--- config.mk ---
export PLATFORM = sky130hd
export DESIGN_NAME = data_move_exec
export DESIGN_NICKNAME = d
export VERILOG_FILES = /design/src/common/data_move_pkg.sv /design/src/verilog/addr_resolve.sv /design/src/verilog/data_move_exec.sv /design/src/verilog/phase_gen.sv
export VERILOG_INCLUDE_DIRS = /design/src /design/src/common
export SDC_FILE = /design/constraint.sdc
export NUM_CORES = 1
export LEC_CHECK = 0
export BUFFER_PORTS_ARGS = -buffer_cell sky130_fd_sc_hd__buf_4
export CORE_ASPECT_RATIO = 0.8
export CORE_MARGIN = 2
export CORE_UTILIZATION = 60
export DETAILED_ROUTE_END_ITERATION = 7
export GPL_TIMING_DRIVEN = 0
export PLACE_DENSITY_LB_ADDON = 0.25
export SYNTH_ARGS = -nofsm -noshare
export SYNTH_HDL_FRONTEND = slang
export SYNTH_SLANG_ARGS = --single-unit
--- constraint.sdc ---
create_clock -name clock -period 7.1 [get_ports clock]
set_clock_uncertainty 0.15 [all_clocks]
set_input_delay 0.71 -clock clock [delete_from_list [all_inputs] [get_ports clock]]
set_output_delay 0.71 -clock clock [all_outputs]
set_load 0.005 [all_outputs]
--- src/common/data_move_params.svh ---
`ifndef DATA_MOVE_PARAMS_SVH
`define DATA_MOVE_PARAMS_SVH
// Opcode prefixes in the upper bits of the first or second word
`define OPC_LOAD_PTR        8'hEE
`define OPC_LOAD_PTR_HI     4'h0
`define OPC_SECOND_WORD     4'hF
`define OPC_COPY_FILE       6'h14
`define OPC_LOAD_LIT        8'h0E
`define OPC_STORE_ACC       7'h37
`define OPC_COPY_R2R        4'hC
// Addressing
`define INDEXED_LIMIT       8'h5F
`define ACCESS_SPLIT        8'h60
`define ACCESS_HIGH_PAGE    4'hF
// Special addresses in the data space
`define ADDR_ACC            12'hFE8
`define ADDR_PCL            12'hFF9
`define ADDR_STACK_TOP_BYTE0           12'hFFD
`define ADDR_STACK_TOP_HIGH           12'hFFE
`define ADDR_STACK_TOP_UPPER           12'hFFF
`define ADDR_PTR0_LOW       12'hFE9
`define ADDR_PTR1_LOW       12'hFE1
`define ADDR_PTR2_LOW       12'hFD9
// Reset values
`define RST_ACC             8'h00
`define RST_BANK            4'h0
`define RST_PTR             12'h000
`endif

--- src/common/data_move_pkg.sv ---
package data_move_pkg;
	typedef enum logic [1:0] {PH_DECODE, PH_READ, PH_PROCESS, PH_WRITE} phase_t;
	typedef enum logic [2:0] {OP_NONE, OP_LOAD_PTR, OP_COPY_FILE, OP_LOAD_LIT, OP_STORE_ACC, OP_COPY_R2R} op_t;
endpackage

--- src/verilog/addr_resolve.sv ---
`timescale 1ns/10ps
`default_nettype none
`include "data_move_params.svh"
module addr_resolve
	import data_move_pkg::*;
(
	// Operand
	input  wire logic [7:0]  file_field,
	input  wire logic        access_sel,
	// Context
	input  wire logic [3:0]  bank_select,
	input  wire logic        ext_enable,
	input  wire logic [11:0] index_base,
	// Result
	output logic      [11:0] full_addr
);
	logic [11:0] index_sum;

	assign index_sum = index_base + {4'h0, file_field};

	always_comb begin
		if (access_sel)
			full_addr = {bank_select, file_field};
		else if (ext_enable && (file_field <= `INDEXED_LIMIT))
			full_addr = index_sum;
		else if (file_field < `ACCESS_SPLIT)
			full_addr = {4'h0, file_field};
		else
			full_addr = {`ACCESS_HIGH_PAGE, file_field};
	end
endmodule
`default_nettype wire

--- src/verilog/data_move_exec.sv ---
// What this block does
// - Load pointer: 12-bit literal, two words, high first
// - Copy register to destination, set negative/zero flags
// - Destination bit 0 accumulator, 1 register
// - Access bit selects access bank or bank select
// - Extended set, access 0, f<=95: indexed offset
// - Eight-bit operand reaches whole 256-byte bank
// - Reg-to-reg move: 12-bit source and destination words
// - Reg-to-reg: two cycles, flags kept, write last phase
// - Accumulator may be source or destination
// - Load literal into accumulator, flags kept
// - Store accumulator to register, flags kept
//
// The address-and-strobe port and the register addresses were left to the implementer.
`timescale 1ns/10ps
`default_nettype none
`include "data_move_params.svh"
module data_move_exec
	import data_move_pkg::*;
(
	// System
	input  wire logic        clock,
	input  wire logic        sys_rst,
	// Instruction stream, one word per instruction cycle
	input  wire logic [15:0] instr_word,
	input  wire logic        ext_enable,
	// Data memory
	output logic      [11:0] mem_addr,
	output logic             mem_rd,
	output logic             mem_wr,
	output logic      [7:0]  mem_wdata,
	input  wire logic [7:0]  mem_rdata,
	// Core state
	output logic      [7:0]  acc,
	output logic             flag_neg,
	output logic             flag_zero,
	output logic      [11:0] ptr0,
	output logic      [11:0] ptr1,
	output logic      [11:0] ptr2,
	output logic      [3:0]  bank_select,
	output logic             second_word,
	output logic             illegal_dest
);
	phase_t      phase;
	op_t         op;
	logic [15:0] ir;
	logic [7:0]  hold;
	logic [11:0] res_addr;
	logic [1:0]  ptr_sel;
	logic [3:0]  ptr_hi;

	op_t         next_op;
	logic [15:0] next_ir;
	logic [7:0]  next_hold;
	logic [7:0]  next_acc;
	logic        next_neg;
	logic        next_zero;
	logic [11:0] next_ptr0;
	logic [11:0] next_ptr1;
	logic [11:0] next_ptr2;
	logic [1:0]  next_ptr_sel;
	logic [3:0]  next_ptr_hi;
	logic        next_second;
	logic        next_illegal;
	logic [11:0] next_mem_addr;
	logic        next_mem_rd;
	logic        next_mem_wr;
	logic [7:0]  next_mem_wdata;

	// ---------------------------------------------------------------
	// Phase sequencer and address resolution
	// ---------------------------------------------------------------
	phase_gen u_phase (
		.clock   (clock),
		.sys_rst (sys_rst),
		.phase   (phase)
	);

	addr_resolve u_addr (
		.file_field  (ir[7:0]),
		.access_sel  (ir[8]),
		.bank_select (bank_select),
		.ext_enable  (ext_enable),
		.index_base  (ptr2),
		.full_addr   (res_addr)
	);

	// ---------------------------------------------------------------
	// Execution
	// ---------------------------------------------------------------
	always_comb begin
		next_op        = op;
		next_ir        = ir;
		next_hold      = hold;
		next_acc       = acc;
		next_neg       = flag_neg;
		next_zero      = flag_zero;
		next_ptr0      = ptr0;
		next_ptr1      = ptr1;
		next_ptr2      = ptr2;
		next_ptr_sel   = ptr_sel;
		next_ptr_hi    = ptr_hi;
		next_second    = second_word;
		next_illegal   = illegal_dest;
		next_mem_addr  = mem_addr;
		next_mem_rd    = 1'b0;
		next_mem_wr    = 1'b0;
		next_mem_wdata = mem_wdata;
		case (phase)
			PH_DECODE: begin
				next_ir = instr_word;
				if (second_word) begin
					next_op = op;
				end else if (instr_word[15:8] == `OPC_LOAD_PTR && instr_word[7:6] == 2'b00) begin
					next_op = OP_LOAD_PTR;
				end else if (instr_word[15:10] == `OPC_COPY_FILE) begin
					next_op = OP_COPY_FILE;
				end else if (instr_word[15:8] == `OPC_LOAD_LIT) begin
					next_op = OP_LOAD_LIT;
				end else if (instr_word[15:9] == `OPC_STORE_ACC) begin
					next_op = OP_STORE_ACC;
				end else if (instr_word[15:12] == `OPC_COPY_R2R) begin
					next_op = OP_COPY_R2R;
				end else begin
					next_op = OP_NONE;
				end
			end
			PH_READ: begin
				case (op)
					OP_COPY_FILE: begin
						next_mem_addr = res_addr;
						next_mem_rd   = 1'b1;
					end
					OP_COPY_R2R: begin
						if (!second_word && ir[11:0] != `ADDR_ACC) begin
							next_mem_addr = ir[11:0];
							next_mem_rd   = 1'b1;
						end
					end
					default: begin
					end
				endcase
			end
			PH_PROCESS: begin
				case (op)
					OP_COPY_FILE: begin
						next_hold = mem_rdata;
					end
					OP_COPY_R2R: begin
						if (!second_word)
							next_hold = (ir[11:0] == `ADDR_ACC) ? acc : mem_rdata;
					end
					OP_LOAD_PTR: begin
						if (!second_word) begin
							next_ptr_sel = ir[5:4];
							next_ptr_hi  = ir[3:0];
						end
					end
					default: begin
					end
				endcase
			end
			PH_WRITE: begin
				case (op)
					OP_LOAD_PTR: begin
						if (!second_word) begin
							next_second = 1'b1;
							case (ptr_sel)
								2'd0:    next_ptr0[11:8] = ptr_hi;
								2'd1:    next_ptr1[11:8] = ptr_hi;
								2'd2:    next_ptr2[11:8] = ptr_hi;
								default: next_illegal = 1'b1;
							endcase
						end else begin
							next_second = 1'b0;
							case (ptr_sel)
								2'd0:    next_ptr0[7:0] = ir[7:0];
								2'd1:    next_ptr1[7:0] = ir[7:0];
								2'd2:    next_ptr2[7:0] = ir[7:0];
								default: next_illegal = 1'b1;
							endcase
							next_op = OP_NONE;
						end
					end
					OP_COPY_FILE: begin
						next_neg  = hold[7];
						next_zero = (hold == 8'h00);
						if (!ir[9]) begin
							next_acc = hold;
						end else begin
							next_mem_addr  = res_addr;
							next_mem_wdata = hold;
							next_mem_wr    = 1'b1;
						end
					end
					OP_LOAD_LIT: begin
						next_acc = ir[7:0];
					end
					OP_STORE_ACC: begin
						next_mem_addr  = res_addr;
						next_mem_wdata = acc;
						next_mem_wr    = 1'b1;
					end
					OP_COPY_R2R: begin
						if (!second_word) begin
							next_second = 1'b1;
						end else begin
							next_second = 1'b0;
							next_op     = OP_NONE;
							if (ir[15:12] != `OPC_SECOND_WORD ||
							    ir[11:0] == `ADDR_PCL || ir[11:0] == `ADDR_STACK_TOP_BYTE0 ||
							    ir[11:0] == `ADDR_STACK_TOP_HIGH || ir[11:0] == `ADDR_STACK_TOP_UPPER) begin
								next_illegal = 1'b1;
							end else if (ir[11:0] == `ADDR_ACC) begin
								next_acc = hold;
							end else begin
								next_mem_addr  = ir[11:0];
								next_mem_wdata = hold;
								next_mem_wr    = 1'b1;
							end
						end
					end
					default: begin
					end
				endcase
			end
			default: begin
			end
		endcase
	end

	always_ff @(posedge clock or posedge sys_rst) begin
		if (sys_rst) begin
			op           <= OP_NONE;
			ir           <= 16'h0000;
			hold         <= 8'h00;
			acc          <= `RST_ACC;
			flag_neg     <= 1'b0;
			flag_zero    <= 1'b0;
			ptr0         <= `RST_PTR;
			ptr1         <= `RST_PTR;
			ptr2         <= `RST_PTR;
			ptr_sel      <= 2'd0;
			ptr_hi       <= 4'h0;
			bank_select  <= `RST_BANK;
			second_word  <= 1'b0;
			illegal_dest <= 1'b0;
			mem_addr     <= 12'h000;
			mem_rd       <= 1'b0;
			mem_wr       <= 1'b0;
			mem_wdata    <= 8'h00;
		end else begin
			op           <= next_op;
			ir           <= next_ir;
			hold         <= next_hold;
			acc          <= next_acc;
			flag_neg     <= next_neg;
			flag_zero    <= next_zero;
			ptr0         <= next_ptr0;
			ptr1         <= next_ptr1;
			ptr2         <= next_ptr2;
			ptr_sel      <= next_ptr_sel;
			ptr_hi       <= next_ptr_hi;
			bank_select  <= bank_select;
			second_word  <= next_second;
			illegal_dest <= next_illegal;
			mem_addr     <= next_mem_addr;
			mem_rd       <= next_mem_rd;
			mem_wr       <= next_mem_wr;
			mem_wdata    <= next_mem_wdata;
		end
	end

	// ---------------------------------------------------------------
	// Checks
	// ---------------------------------------------------------------
	phases_cycle_a: assert property (@(posedge clock) disable iff (sys_rst)
		phase == PH_DECODE |=> phase == PH_READ ##1 phase == PH_PROCESS ##1 phase == PH_WRITE)
		else $error("phase order broken");
	copy_flags_a: assert property (@(posedge clock) disable iff (sys_rst)
		(phase == PH_WRITE && op == OP_COPY_FILE) |=> (flag_zero == (hold == 8'h00)) && (flag_neg == hold[7]))
		else $error("copy flags wrong");
	dest_acc_a: assert property (@(posedge clock) disable iff (sys_rst)
		(phase == PH_WRITE && op == OP_COPY_FILE && !ir[9]) |=> acc == $past(hold) && !mem_wr)
		else $error("copy to accumulator failed");
	dest_reg_a: assert property (@(posedge clock) disable iff (sys_rst)
		(phase == PH_WRITE && op == OP_COPY_FILE && ir[9]) |=> mem_wr && mem_wdata == $past(hold))
		else $error("copy write back failed");
	literal_load_a: assert property (@(posedge clock) disable iff (sys_rst)
		(phase == PH_WRITE && op == OP_LOAD_LIT) |=> acc == $past(ir[7:0]) && $stable(flag_zero))
		else $error("literal load failed");
	store_acc_a: assert property (@(posedge clock) disable iff (sys_rst)
		(phase == PH_WRITE && op == OP_STORE_ACC) |=> mem_wr && mem_wdata == acc && mem_addr == $past(res_addr))
		else $error("store accumulator failed");
	r2r_flags_a: assert property (@(posedge clock) disable iff (sys_rst)
		(phase == PH_WRITE && op == OP_COPY_R2R) |=> $stable(flag_neg) && $stable(flag_zero))
		else $error("register move altered flags");
	r2r_two_cycles_a: assert property (@(posedge clock) disable iff (sys_rst)
		(phase == PH_WRITE && op == OP_COPY_R2R && !second_word) |=> second_word ##4 !second_word)
		else $error("register move length wrong");
	ptr_two_words_a: assert property (@(posedge clock) disable iff (sys_rst)
		(phase == PH_WRITE && op == OP_LOAD_PTR && !second_word) |=> second_word ##4 !second_word)
		else $error("pointer load length wrong");
	bank_addr_a: assert property (@(posedge clock) disable iff (sys_rst)
		(ir[8] && phase == PH_READ && op == OP_COPY_FILE) |=> mem_addr == {bank_select, ir[7:0]})
		else $error("banked address wrong");
	indexed_addr_a: assert property (@(posedge clock) disable iff (sys_rst)
		(!ir[8] && ext_enable && ir[7:0] <= `INDEXED_LIMIT && phase == PH_READ && op == OP_COPY_FILE)
		|=> mem_addr == ptr2 + {4'h0, ir[7:0]})
		else $error("indexed address wrong");
endmodule
`default_nettype wire

--- src/verilog/phase_gen.sv ---
`timescale 1ns/10ps
`default_nettype none
module phase_gen
	import data_move_pkg::*;
(
	// System
	input  wire logic clock,
	input  wire logic sys_rst,
	// Phase
	output phase_t    phase
);
	phase_t next_phase;

	always_comb begin
		case (phase)
			PH_DECODE:  next_phase = PH_READ;
			PH_READ:    next_phase = PH_PROCESS;
			PH_PROCESS: next_phase = PH_WRITE;
			PH_WRITE:   next_phase = PH_DECODE;
			default:    next_phase = PH_DECODE;
		endcase
	end

	always_ff @(posedge clock or posedge sys_rst) begin
		if (sys_rst)
			phase <= PH_DECODE;
		else
			phase <= next_phase;
	end
endmodule
`default_nettype wire
==> metrics.csv, run 1 <==
stage,metric,value,unit
status,status,finished clean,
drt,post-route antenna net violation count,0,
synthesis,"EDFF count, synth",0,
clocking,hold_buf cts,0,
floorplan,DIE AREA,0.00956,mm^2
clocking,Max H-tree Level,3,
floorplan,Starting Density,0.619,
place,RD Place Congestion,0.924,
floorplan,boundary pin count,101,
power_and_ir_drop,Clock Power Share,0.199,
clocking,TritonCTS Buffers,9,
synthesis,synth unique cells,62,
timing,total negative slack,0,ns
drt,Residual DRC,0,
clocking,CTS tree,yes,
place,Place WS,4.31,ns
place,# port buffers,96,
floorplan,core footprint,0.00852,mm^2
timing,Final Hold Viols,0,
synthesis,syn_area_per_cell,11.7,um^2
grt,first-pass GRT wire length,20600,um
cells_and_area,fin cells,680,
synthesis,Main synth FF type,dfrtp_1,
clocking,"Setup Fix Bufs, Post-CTS",0,
setup_path,critical path data required time,7.22,ns
drt,DR WL/cell,18.5,um
timing,RSZ-0062 raised after global routing,no,
timing,final period utilization,0.401,
clocking,CTS root buf,clkbuf_8,
synthesis,"FFs w/ async S/R, synth",1.00,
synthesis,Yosys Warn Count,0,
setup_path,crit-path max FO,10,
synthesis,sequential fraction of the synthesis area,0.498,
synthesis,Yosys reg bits,105,
power_and_ir_drop,static leakage power,3.12,nW
power_and_ir_drop,Net Sw Frac,0.335,
floorplan,Die W,109,um
synthesis,Synth area leaders,"dfrtp_1, mux2_2, mux2i_1, o21ai_0, nand2_1",
setup_path,CP startpoint kind,register,
synthesis,mapped cell area,0.00527,mm^2
grt,vias in the first global route,4001,
grt,initial antenna violation count,0,
setup_path,CP Class,reg2reg,
grt,total gr overflow,0,
power_and_ir_drop,register share of total power,0.475,
power_and_ir_drop,Internal Power,1.25,mW
cells_and_area,area grow syn2layout,21.0,%
drt,Via Count,3987,
power_and_ir_drop,"Power, Total",1.88,mW
timing,Hold Slack,0.159,ns
cells_and_area,share of layout cells above drive strength 1,0.382,
synthesis,commonest cells in the netlist,"dfrtp_1, mux2_2, nand2_1",
power_and_ir_drop,PwrDens,295,mW/mm^2
timing,setup ws final,4.25,ns
clocking,later-pin clock latency in the skew report,0.38,ns
timing,Fmax,351,MHz
drt,vias per cell,5.86,
cells_and_area,post-route cell area,0.00638,mm^2
power_and_ir_drop,Logic pwr share,0.327,
cells_and_area,antenna diode count,0,
synthesis,share of the synthesized area in the top cell type,0.498,
timing,# setup viols final,0,
place,placed cell areas,0.00617,mm^2
cells_and_area,Layout Utilization,0.749,
cells_and_area,fill count,588,
flow_run,Max Cap Viol,0,
drt,DRT iter0 DRCs,249,
timing,Slew Limit Fails,0,
synthesis,"area leader, netlist",dfrtp_1,
clocking,CTS Sinks,105,
power_and_ir_drop,VDD IR max,0.168,mV
drt,total wire length,12600,um
grt,largest net degree at the start of global routing,78,
synthesis,cell count after synthesis,452,
clocking,post-CTS sizing,0,
min_path,worst hold path class,in2async,
setup_path,Critical Path Sink Type,register,
timing,crit path time final,2.85,ns
timing,worst slew margin relative to its limit,0.497,
cells_and_area,nets,603,
floorplan,Rows,30,
place,Cell Count Post-Placement,664,
floorplan,die height,87.8,um
place,Post-DP HPWL,9190,um
setup_path,CP Data Arrival Time,2.97,ns
timing,Worst-Margin Slew,0.745,ns
drt,Detailed Routing Iterations Pass 1,5,
clocking,Longest Clk Path Bufs,2,
clocking,Clock transition at path regs,0.12,ns
power_and_ir_drop,sw power,630,uW
grt,total track usage,0.282,
synthesis,"count leader, synth",dfrtp_1,
==> area by class of cell <==
class / instances / area, um^2 / area share
multi-input combinational: 315 / 2480 / 0.389
clock buffer: 9 / 124 / 0.0194
clock inverter: 7 / 81.3 / 0.0127
sequential: 105 / 2630 / 0.412
timing repair buffer: 97 / 748 / 0.117
inverter: 13 / 53.8 / 0.00843
tap: 112 / 140 / 0.0220
buffer: 22 / 124 / 0.0194
==> sequential cells by signal (all words and copies together), names as in the netlist, 2 cells and up <==
name           flops
acc                8
hold               8
u_phase.phase      2
ptr0              12
ptr_sel            2
ptr2              12
ir                16
mem_wdata          8
op                 3
mem_addr          12
ptr_hi             4
ptr1              12
==> final timing paths <==
check,start,to,slack [ns],cells past startpoint
min reg2reg,flag_zero$_DFFE_PP0P_,flag_zero$_DFFE_PP0P_,0.34,2
max reg2reg,ir[0]$_DFFE_PP0P_,mem_addr[6]$_DFFE_PP0P_,4.25,8
min in group clock,flag_zero$_DFFE_PP0P_,flag_zero$_DFFE_PP0P_,0.34,2
min,sys_rst,ir[0]$_DFFE_PP0P_,0.16,2
max,ir[0]$_DFFE_PP0P_,mem_addr[6]$_DFFE_PP0P_,4.25,8
max in group asynchronous,sys_rst,ptr_hi[3]$_DFFE_PP0P_,5.95,3
==> metal layers <==
layer	GRT usage	vias to the layer above	wire (um)
met2	0.447	152	5920
li1	-	1835	-
met4	0.0758	0	238
met3	0.0647	23	855
met1	0.396	1977	5560
met5	0	-	0
==> cell families (layout without fill, tap and decap cells) <==
logic type      after synthesis  count (layout)  synth area share
mux                          98              98             0.208
compound gates               84              84             0.101
buf+inv                      35             148            0.0332
flops                       105             105             0.498
other cells                   1               4          0.000711
xor+xnor                      8               8            0.0133
fa+ha+maj                    13              13            0.0323
simple gates                108             108             0.113
==> cell usage in the layout, fill, tap and decap left out, types with 4 or more instances in the layout <==
master	n
mux2_4	5
mux2_2	72
nand2_1	42
nor3_1	8
nand3b_1	4
xor2_1	5
buf_2	5
mux2i_1	21
inv_1	11
conb_1	4
clkbuf_1	7
buf_4	101
nor2b_1	5
dfrtp_1	105
a21oi_1	18
ha_1	12
clkbuf_8	9
o21ai_0	35
nor2_1	18
==> worst max-delay path, cell delays in order (launching register included) <==
cell and delay, ns:
dfrtp_1 0.56, ha_1 0.31, fa_1 0.44, a211oi_1 0.24
nor2_1 0.14, o31ai_1 0.25, xor2_1 0.17, o21ai_0 0.16
mux2_4 0.31
==> power by group through the flow <==
stage / Combinational [mW] / Sequential [mW] / Clock, mW
2_1_floorplan: 0.330 / 0.881 / 0
3_3_place_gp: 0.588 / 0.893 / 0
3_5_place_dp: 0.615 / 0.904 / 0
4_1_cts: 0.618 / 0.893 / 0.383
5_1_grt: 0.682 / 0.917 / 0.407
6_report: 0.615 / 0.894 / 0.374
Note: power is estimated with default switching activity, not from simulation.
==> run 2: changes to the inputs <==
Settings changed: ABC_AREA set to 1, CORE_UTILIZATION 60 to 56.
Clock period 7.1 ns to 2.77 ns, I/O delays scaled along.
==> run 2 against run 1 <==
- hold slack got worse by 0.14 ns
- power increased by 140%
- final cell count increased by 34%
- clock-buffer cell count unchanged
- register-to-register slack got worse by 3.8 ns
- synthesized area increased by 1.5%
- via count increased by 25%
- non-clock buffer count unchanged
- combinational power increased by 76%
- sequential cell count unchanged
==> metrics.csv, run 2 <==
stage,metric,value,unit,change
status,status,finished clean,,
cells_and_area,area grow syn2layout,22.9,%,
grt,first-pass GRT wire length,22600,um,+9.7%
clocking,CTS tree,yes,,
cells_and_area,antenna diode count,0,,unchanged
clocking,TritonCTS Buffers,9,,unchanged
synthesis,Main synth FF type,dfrtp_1,,
setup_path,Critical Path Sink Type,register,,
cells_and_area,Reg area,0.00263,mm^2,unchanged
timing,Slew Limit Fails,0,,unchanged
power_and_ir_drop,register share of total power,0.478,,+0.003
synthesis,"FFs w/ async S/R, synth",1.00,,unchanged
synthesis,synth unique cells,35,,-44%
min_path,worst hold path class,in2reg,,
drt,vias per cell,5.46,,-6.9%
setup_path,reg2reg path depth,10,,+2
timing,Hold Slack,0.0146,ns,-0.144 ns
power_and_ir_drop,Internal Power,3.04,mW,+140%
timing,worst slew margin relative to its limit,0.614,,+0.117
floorplan,DIE AREA,0.0104,mm^2,+8.4%
floorplan,Starting Density,0.584,,-0.0343
setup_path,worst r2r src,ptr2[0]$_DFFE_PP0P_,,
drt,DR WL/cell,15.2,um,-18%
drt,Via Count,4984,,+25%
cells_and_area,post-route cell area,0.00657,mm^2,+3.0%
cells_and_area,"commonest cells after routing, fill and taps aside","nand2_1, dfrtp_1, buf_4, o21ai_0, inv_1",,
timing,# setup viols final,0,,unchanged
synthesis,mapped cell area,0.00535,mm^2,+1.5%
clocking,Max H-tree Level,3,,unchanged
timing,crit path time final,2.30,ns,-0.544 ns
power_and_ir_drop,sw power,1.40,mW,+120%
place,# port buffers,96,,unchanged
drt,post-route antenna net violation count,0,,unchanged
setup_path,Critical-path top delay cell,dfrtp_1,,
synthesis,Yosys Warn Count,0,,unchanged
setup_path,CP Data Arrival Time,2.39,ns,-0.58 ns
synthesis,share of the synthesized area in the top cell type,0.491,,-0.00723
synthesis,sequential fraction of the synthesis area,0.491,,-0.00723
power_and_ir_drop,VDD IR max,0.368,mV,+120%
setup_path,CP Class,reg2reg,,
clocking,later-pin clock latency in the skew report,0.34,ns,-0.04 ns
grt,initial antenna violation count,0,,unchanged
floorplan,boundary pin count,101,,unchanged
power_and_ir_drop,Clock Power Share,0.279,,+0.080
clocking,hold_buf cts,2,,+2
synthesis,"area leader, netlist",dfrtp_1,,
setup_path,CP startpoint kind,register,,
synthesis,Synth area leaders,"dfrtp_1, nand2_1, o21ai_0, inv_1, nand3_1",,
timing,Worst-Margin Slew,0.578,ns,-0.167 ns
place,placed cell areas,0.00627,mm^2,+1.5%
grt,total gr overflow,0,,unchanged
timing,final period utilization,0.832,,+0.430
min_path,Worst Hold End,ir[4]$_DFFE_PP0P_,,
min_path,Hold Crit Depth,3,,
clocking,Clock transition at path regs,0.07,ns,-0.05 ns
power_and_ir_drop,Net Sw Frac,0.315,,-0.0192
drt,DRT iter0 DRCs,415,,+67%
floorplan,Rows,31,,+3.3%
place,RD Place Congestion,0.906,,-1.9%
floorplan,Die W,113,um,+4.1%
clocking,"Setup Fix Bufs, Post-CTS",0,,unchanged
power_and_ir_drop,"Power, Total",4.44,mW,+140%
power_and_ir_drop,Logic pwr share,0.243,,-0.084
drt,total wire length,13900,um,+11%
power_and_ir_drop,PwrDens,675,mW/mm^2,+130%
setup_path,critical path data required time,2.86,ns,-4.36 ns
cells_and_area,Top reg by flops,ir,,
grt,largest net degree at the start of global routing,44,,-44%
synthesis,commonest cells in the netlist,"nand2_1, dfrtp_1, o21ai_0",,
place,Post-DP HPWL,10500,um,+14%
min_path,critical hold path startpoint,instr_word[4],,
cells_and_area,area of the multi-input gates,0.00232,mm^2,-6.5%
setup_path,CP Cell Sequence,"ha_1, fa_1, nand3_1, nand3_1, nand2_1, a21oi_1, o21ai_0, nand2_1, nand2_1, nand2_1",,
floorplan,core footprint,0.00915,mm^2,+7.4%
synthesis,"count leader, synth",nand2_1,,
cells_and_area,share of layout cells above drive strength 1,0.188,,-0.194
drt,Residual DRC,0,,unchanged
grt,vias in the first global route,4634,,+16%
cells_and_area,"most common cell after layout, fill and taps aside",nand2_1,,
flow_run,Max Cap Viol,0,,unchanged
synthesis,cell count after synthesis,679,,+50%
clocking,Longest Clk Path Bufs,2,,unchanged
timing,Fmax,434,MHz,+24%
synthesis,syn_area_per_cell,7.88,um^2,-32%
setup_path,CP max stage delay,0.43,ns,-0.13 ns
clocking,CTS Sinks,105,,unchanged
timing,Final Hold Viols,0,,unchanged
timing,RSZ-0062 raised after global routing,no,,
synthesis,"EDFF count, synth",0,,unchanged
synthesis,Yosys reg bits,105,,unchanged
grt,total track usage,0.272,,-0.00976
clocking,CTS root buf,clkbuf_16,,
power_and_ir_drop,static leakage power,3.42,nW,+9.6%
cells_and_area,max reg flops,16,,unchanged
drt,Detailed Routing Iterations Pass 1,5,,unchanged
timing,total negative slack,0,ns,unchanged
clocking,post-CTS sizing,0,,unchanged
cells_and_area,fill count,732,,+24%
cells_and_area,nets,833,,+38%
setup_path,Worst path most repeated cell,nand2_1,,
setup_path,internal reg-to-reg setup slack,0.47,ns,-3.79 ns
setup_path,r2r endpoint,mem_addr[8]$_DFFE_PP0P_,,
setup_path,crit-path max FO,3,,-7
floorplan,die height,91.4,um,+4.1%
-- run 2: cell count changes after synthesis, sizes merged, moves of 21 or more --
cell | previous run | this run
mux2 | 77 | 0
nand3 | 3 | 31
mux2i | 21 | 0
o21ai | 39 | 87
nand2 | 42 | 241
nor2 | 18 | 42
inv | 13 | 74
-- run 2: area by class of cell --
cell class	instances	share of cell area
buffer	19	0.0206
tap	115	0.0219
timing repair buffer	100	0.119
inverter	74	0.0428
multi-input combinational	484	0.353
clock inverter	7	0.00895
sequential	105	0.400
clock buffer	9	0.0343
-- run 2: worst max-delay path, delay by kind of cell (launching register included) --
| family | cells | cell delay [ns] |
|---|---|---|
| adders and majority gates | 2 | 0.70 |
| AOI/OAI and AO/OA | 2 | 0.26 |
| and+or+nand+nor | 6 | 0.66 |
| DFF | 1 | 0.43 |
-- run 2: layer usage --
layer  track usage  vias up  share of wire
met5             0        -              0
met4        0.0640        0         0.0087
met3        0.0454       11          0.070
met2         0.433      199           0.45
met1         0.394     2360           0.47
li1              -     2414              -
-- run 2: worst max path at each step --
stage | from | to | slack [ns]
2_1_floorplan | ptr2[0]$_DFFE_PP0P_ | mem_addr[8]$_DFFE_PP0P_ | 0.84
3_3_place_gp | sys_rst | acc[0]$_DFFE_PP0P_ | 0.43
3_5_place_dp | ptr2[0]$_DFFE_PP0P_ | mem_addr[8]$_DFFE_PP0P_ | 0.56
4_1_cts | ptr2[0]$_DFFE_PP0P_ | mem_addr[8]$_DFFE_PP0P_ | 0.50
5_1_grt | ir[1]$_DFFE_PP0P_ | mem_addr[10]$_DFFE_PP0P_ | 0.31
6_report | ptr2[0]$_DFFE_PP0P_ | mem_addr[8]$_DFFE_PP0P_ | 0.47
-- run 2: power by group through the flow --
stage                     Clock (mW)  Combinational [mW]  Sequential (mW)
after floorplan                    0               0.497             2.12
after detailed placement           0                1.07             2.15
after CTS                       1.25                1.08             2.12
final                           1.24                1.08             2.12
after global routing            1.31                1.22             2.16
after global placement             0                1.03             2.13
-- run 2: logic make-up after synthesis --
family | Yosys count | synth area share
fa+ha+maj | 13 | 0.0318
xor+xnor | 4 | 0.00655
flops | 105 | 0.491
buf+inv | 93 | 0.0772
simple gates | 339 | 0.267
compound gates | 124 | 0.125
other cells | 1 | 0.000701
-- run 2: through the flow --
stage	std cells	setup WS, ns	util
finish	913	0.467	0.718
global route	913	0.314	0.718
CTS	913	0.500	0.718
detailed placement	895	0.559	0.685
global placement	893	0.433	0.681
floorplan	682	0.840	-
==> run 3: changes to the inputs <==
Clock period 2.77 ns to 2.2 ns, I/O delays scaled along.
==> run 3 against run 2 <==
- largest power group unchanged
- first-iteration DRC count rose by 7.5%
- design area rose by 3.6%
- non-clock buffer count rose by 20
- critical endpoint unchanged
==> metrics.csv, run 3 (synthesized netlist as in run 2, its figures left out) <==
stage,metric,value,unit,change
status,status,finished clean,,
timing,Hold Slack,0.0117,ns,-0.00292 ns
drt,DR WL/cell,15.3,um,+0.53%
cells_and_area,Reg area,0.00263,mm^2,about the same
cells_and_area,area grow syn2layout,27.3,%,
setup_path,critical path data required time,2.29,ns,-0.57 ns
timing,Slew Limit Fails,0,,unchanged
setup_path,CP Class,reg2reg,,
floorplan,boundary pin count,101,,unchanged
clocking,CTS Sinks,105,,unchanged
clocking,CTS tree,yes,,
cells_and_area,antenna diode count,0,,unchanged
power_and_ir_drop,static leakage power,3.50,nW,+2.3%
clocking,Longest Clk Path Bufs,2,,unchanged
grt,first-pass GRT wire length,23100,um,+2.6%
place,# port buffers,96,,unchanged
place,Post-DP HPWL,10500,um,unchanged
drt,vias per cell,5.45,,-0.18%
min_path,worst hold path class,in2reg,,
cells_and_area,Top reg by flops,ir,,
grt,total track usage,0.280,,+0.00757
cells_and_area,fill count,688,,-6.0%
setup_path,Critical Path Sink Type,register,,
clocking,CTS root buf,clkbuf_16,,
timing,worst slew margin relative to its limit,0.616,,+0.00185
floorplan,die height,91.4,um,unchanged
clocking,Clock transition at path regs,0.08,ns,about the same
drt,total wire length,14300,um,+2.7%
cells_and_area,"commonest cells after routing, fill and taps aside","nand2_1, buf_4, dfrtp_1, o21ai_0, inv_1",,
drt,DRT iter0 DRCs,446,,+7.5%
grt,initial antenna violation count,0,,unchanged
cells_and_area,nets,853,,+2.4%
setup_path,r2r endpoint,mem_addr[8]$_DFFE_PP0P_,,
cells_and_area,fin cells,933,,+2.2%
timing,total negative slack,0,ns,unchanged
place,RD Place Congestion,0.906,,unchanged
floorplan,Starting Density,0.584,,unchanged
timing,RSZ-0062 raised after global routing,yes,,
cells_and_area,area of the multi-input gates,0.00236,mm^2,+1.5%
power_and_ir_drop,"Power, Total",5.64,mW,+27%
setup_path,CP startpoint kind,register,,
cells_and_area,max reg flops,16,,unchanged
clocking,Max H-tree Level,3,,unchanged
setup_path,crit-path max FO,10,,+7
grt,total gr overflow,0,,unchanged
timing,Worst-Margin Slew,0.575,ns,-0.00278 ns
timing,final period utilization,0.954,,+0.122
floorplan,Die W,113,um,unchanged
floorplan,Rows,31,,unchanged
min_path,critical hold path startpoint,mem_rdata[2],,
timing,# setup viols final,0,,unchanged
power_and_ir_drop,VDD IR max,0.490,mV,+33%
drt,Via Count,5084,,+2.0%
timing,Final Hold Viols,0,,unchanged
timing,Fmax,477,MHz,+9.8%
cells_and_area,Layout Utilization,0.744,,+0.0258
clocking,TritonCTS Buffers,9,,unchanged
setup_path,worst r2r src,ir[2]$_DFFE_PP0P_,,
clocking,later-pin clock latency in the skew report,0.34,ns,about the same
min_path,Hold Crit Depth,3,,unchanged
drt,Residual DRC,0,,unchanged
cells_and_area,share of layout cells above drive strength 1,0.205,,+0.0174
setup_path,reg2reg path depth,11,,+1
floorplan,core footprint,0.00915,mm^2,unchanged
timing,crit path time final,2.10,ns,-0.205 ns
cells_and_area,"most common cell after layout, fill and taps aside",nand2_1,,
grt,vias in the first global route,4772,,+3.0%
drt,post-route antenna net violation count,0,,unchanged
grt,largest net degree at the start of global routing,44,,unchanged
setup_path,internal reg-to-reg setup slack,0.10,ns,-0.37 ns
floorplan,DIE AREA,0.0104,mm^2,unchanged
power_and_ir_drop,PwrDens,828,mW/mm^2,+23%
place,Cell Count Post-Placement,895,,unchanged
min_path,Worst Hold End,hold[2]$_DFFE_PP0P_,,
drt,Detailed Routing Iterations Pass 1,5,,unchanged
setup_path,CP Data Arrival Time,2.19,ns,-0.20 ns
flow_run,Max Cap Viol,0,,unchanged
==> run 3: how the worst max path moves through the flow <==
stage / from / end / slack, ns / depth (start not counted)
after floorplan: ptr2[0]$_DFFE_PP0P_ / mem_addr[8]$_DFFE_PP0P_ / 0.27 / 10
after detailed placement: ptr2[0]$_DFFE_PP0P_ / mem_addr[8]$_DFFE_PP0P_ / -0.01 / 10
after global placement: sys_rst / acc[0]$_DFFE_PP0P_ / -0.08 / 2
after global routing: u_phase.phase[0]$_DFF_PP0_ / ptr0[1]$_DFFE_PP0P_ / -0.03 / 8
final: ir[2]$_DFFE_PP0P_ / mem_addr[8]$_DFFE_PP0P_ / 0.10 / 11
after CTS: ptr2[0]$_DFFE_PP0P_ / mem_addr[8]$_DFFE_PP0P_ / 0.02 / 10
==> run 3: timing repair <==
item | 4_1_cts | 5_1_grt
endpoints found under the hold margin | 40 | 0
gates resized for setup | 2 | 15
hold buffers | 19 | 0
endpoints found under the setup margin | 3 | 56
buffers inserted | 1 | 2
==> run 3: worst max-delay path, cell delays in order, from the launching register on <==
cell and delay (ns):
dfrtp_1 0.46, inv_1 0.30, nand2_1 0.09, nor2_1 0.14
nand3_1 0.17, nand2_1 0.10, nand3_1 0.07, nand3b_1 0.10
nor2_2 0.07, clkbuf_4 0.19, nand2_1 0.10, nand2_1 0.05
==> run 3: through the flow <==
stage / worst slack [ns] / cell area, um^2
after global placement: -0.0805 / 6230
after detailed placement: -0.0106 / 6270
after CTS: 0.0245 / 6760
final: 0.102 / 6810
after floorplan: 0.270 / 5370
after global routing: -0.0271 / 6810
==> run 3: area by class of cell <==
class,instances,share of cell area
buffer,19,0.0202
clock buffer,9,0.0331
clock inverter,7,0.00863
inverter,74,0.0419
multi-input combinational,484,0.346
sequential,105,0.386
tap,115,0.0211
timing repair buffer,120,0.143
==> run 3: layer usage <==
layer | global-route usage | routed length, um | vias up
met5 | 0 | 0 | -
met4 | 0.0650 | 187 | 0
met3 | 0.0441 | 1010 | 19
li1 | - | - | 2455
met1 | 0.396 | 6440 | 2363
met2 | 0.457 | 6640 | 247
==> run 3: power by group <==
| part | internal [mW] | leakage [nW] | switching (mW) | total, mW |
|---|---|---|---|---|
| combinational | 0.711 | 2.03 | 0.687 | 1.40 |
| sequential | 2.35 | 1.33 | 0.324 | 2.68 |
| clock | 0.790 | 0.139 | 0.778 | 1.57 |
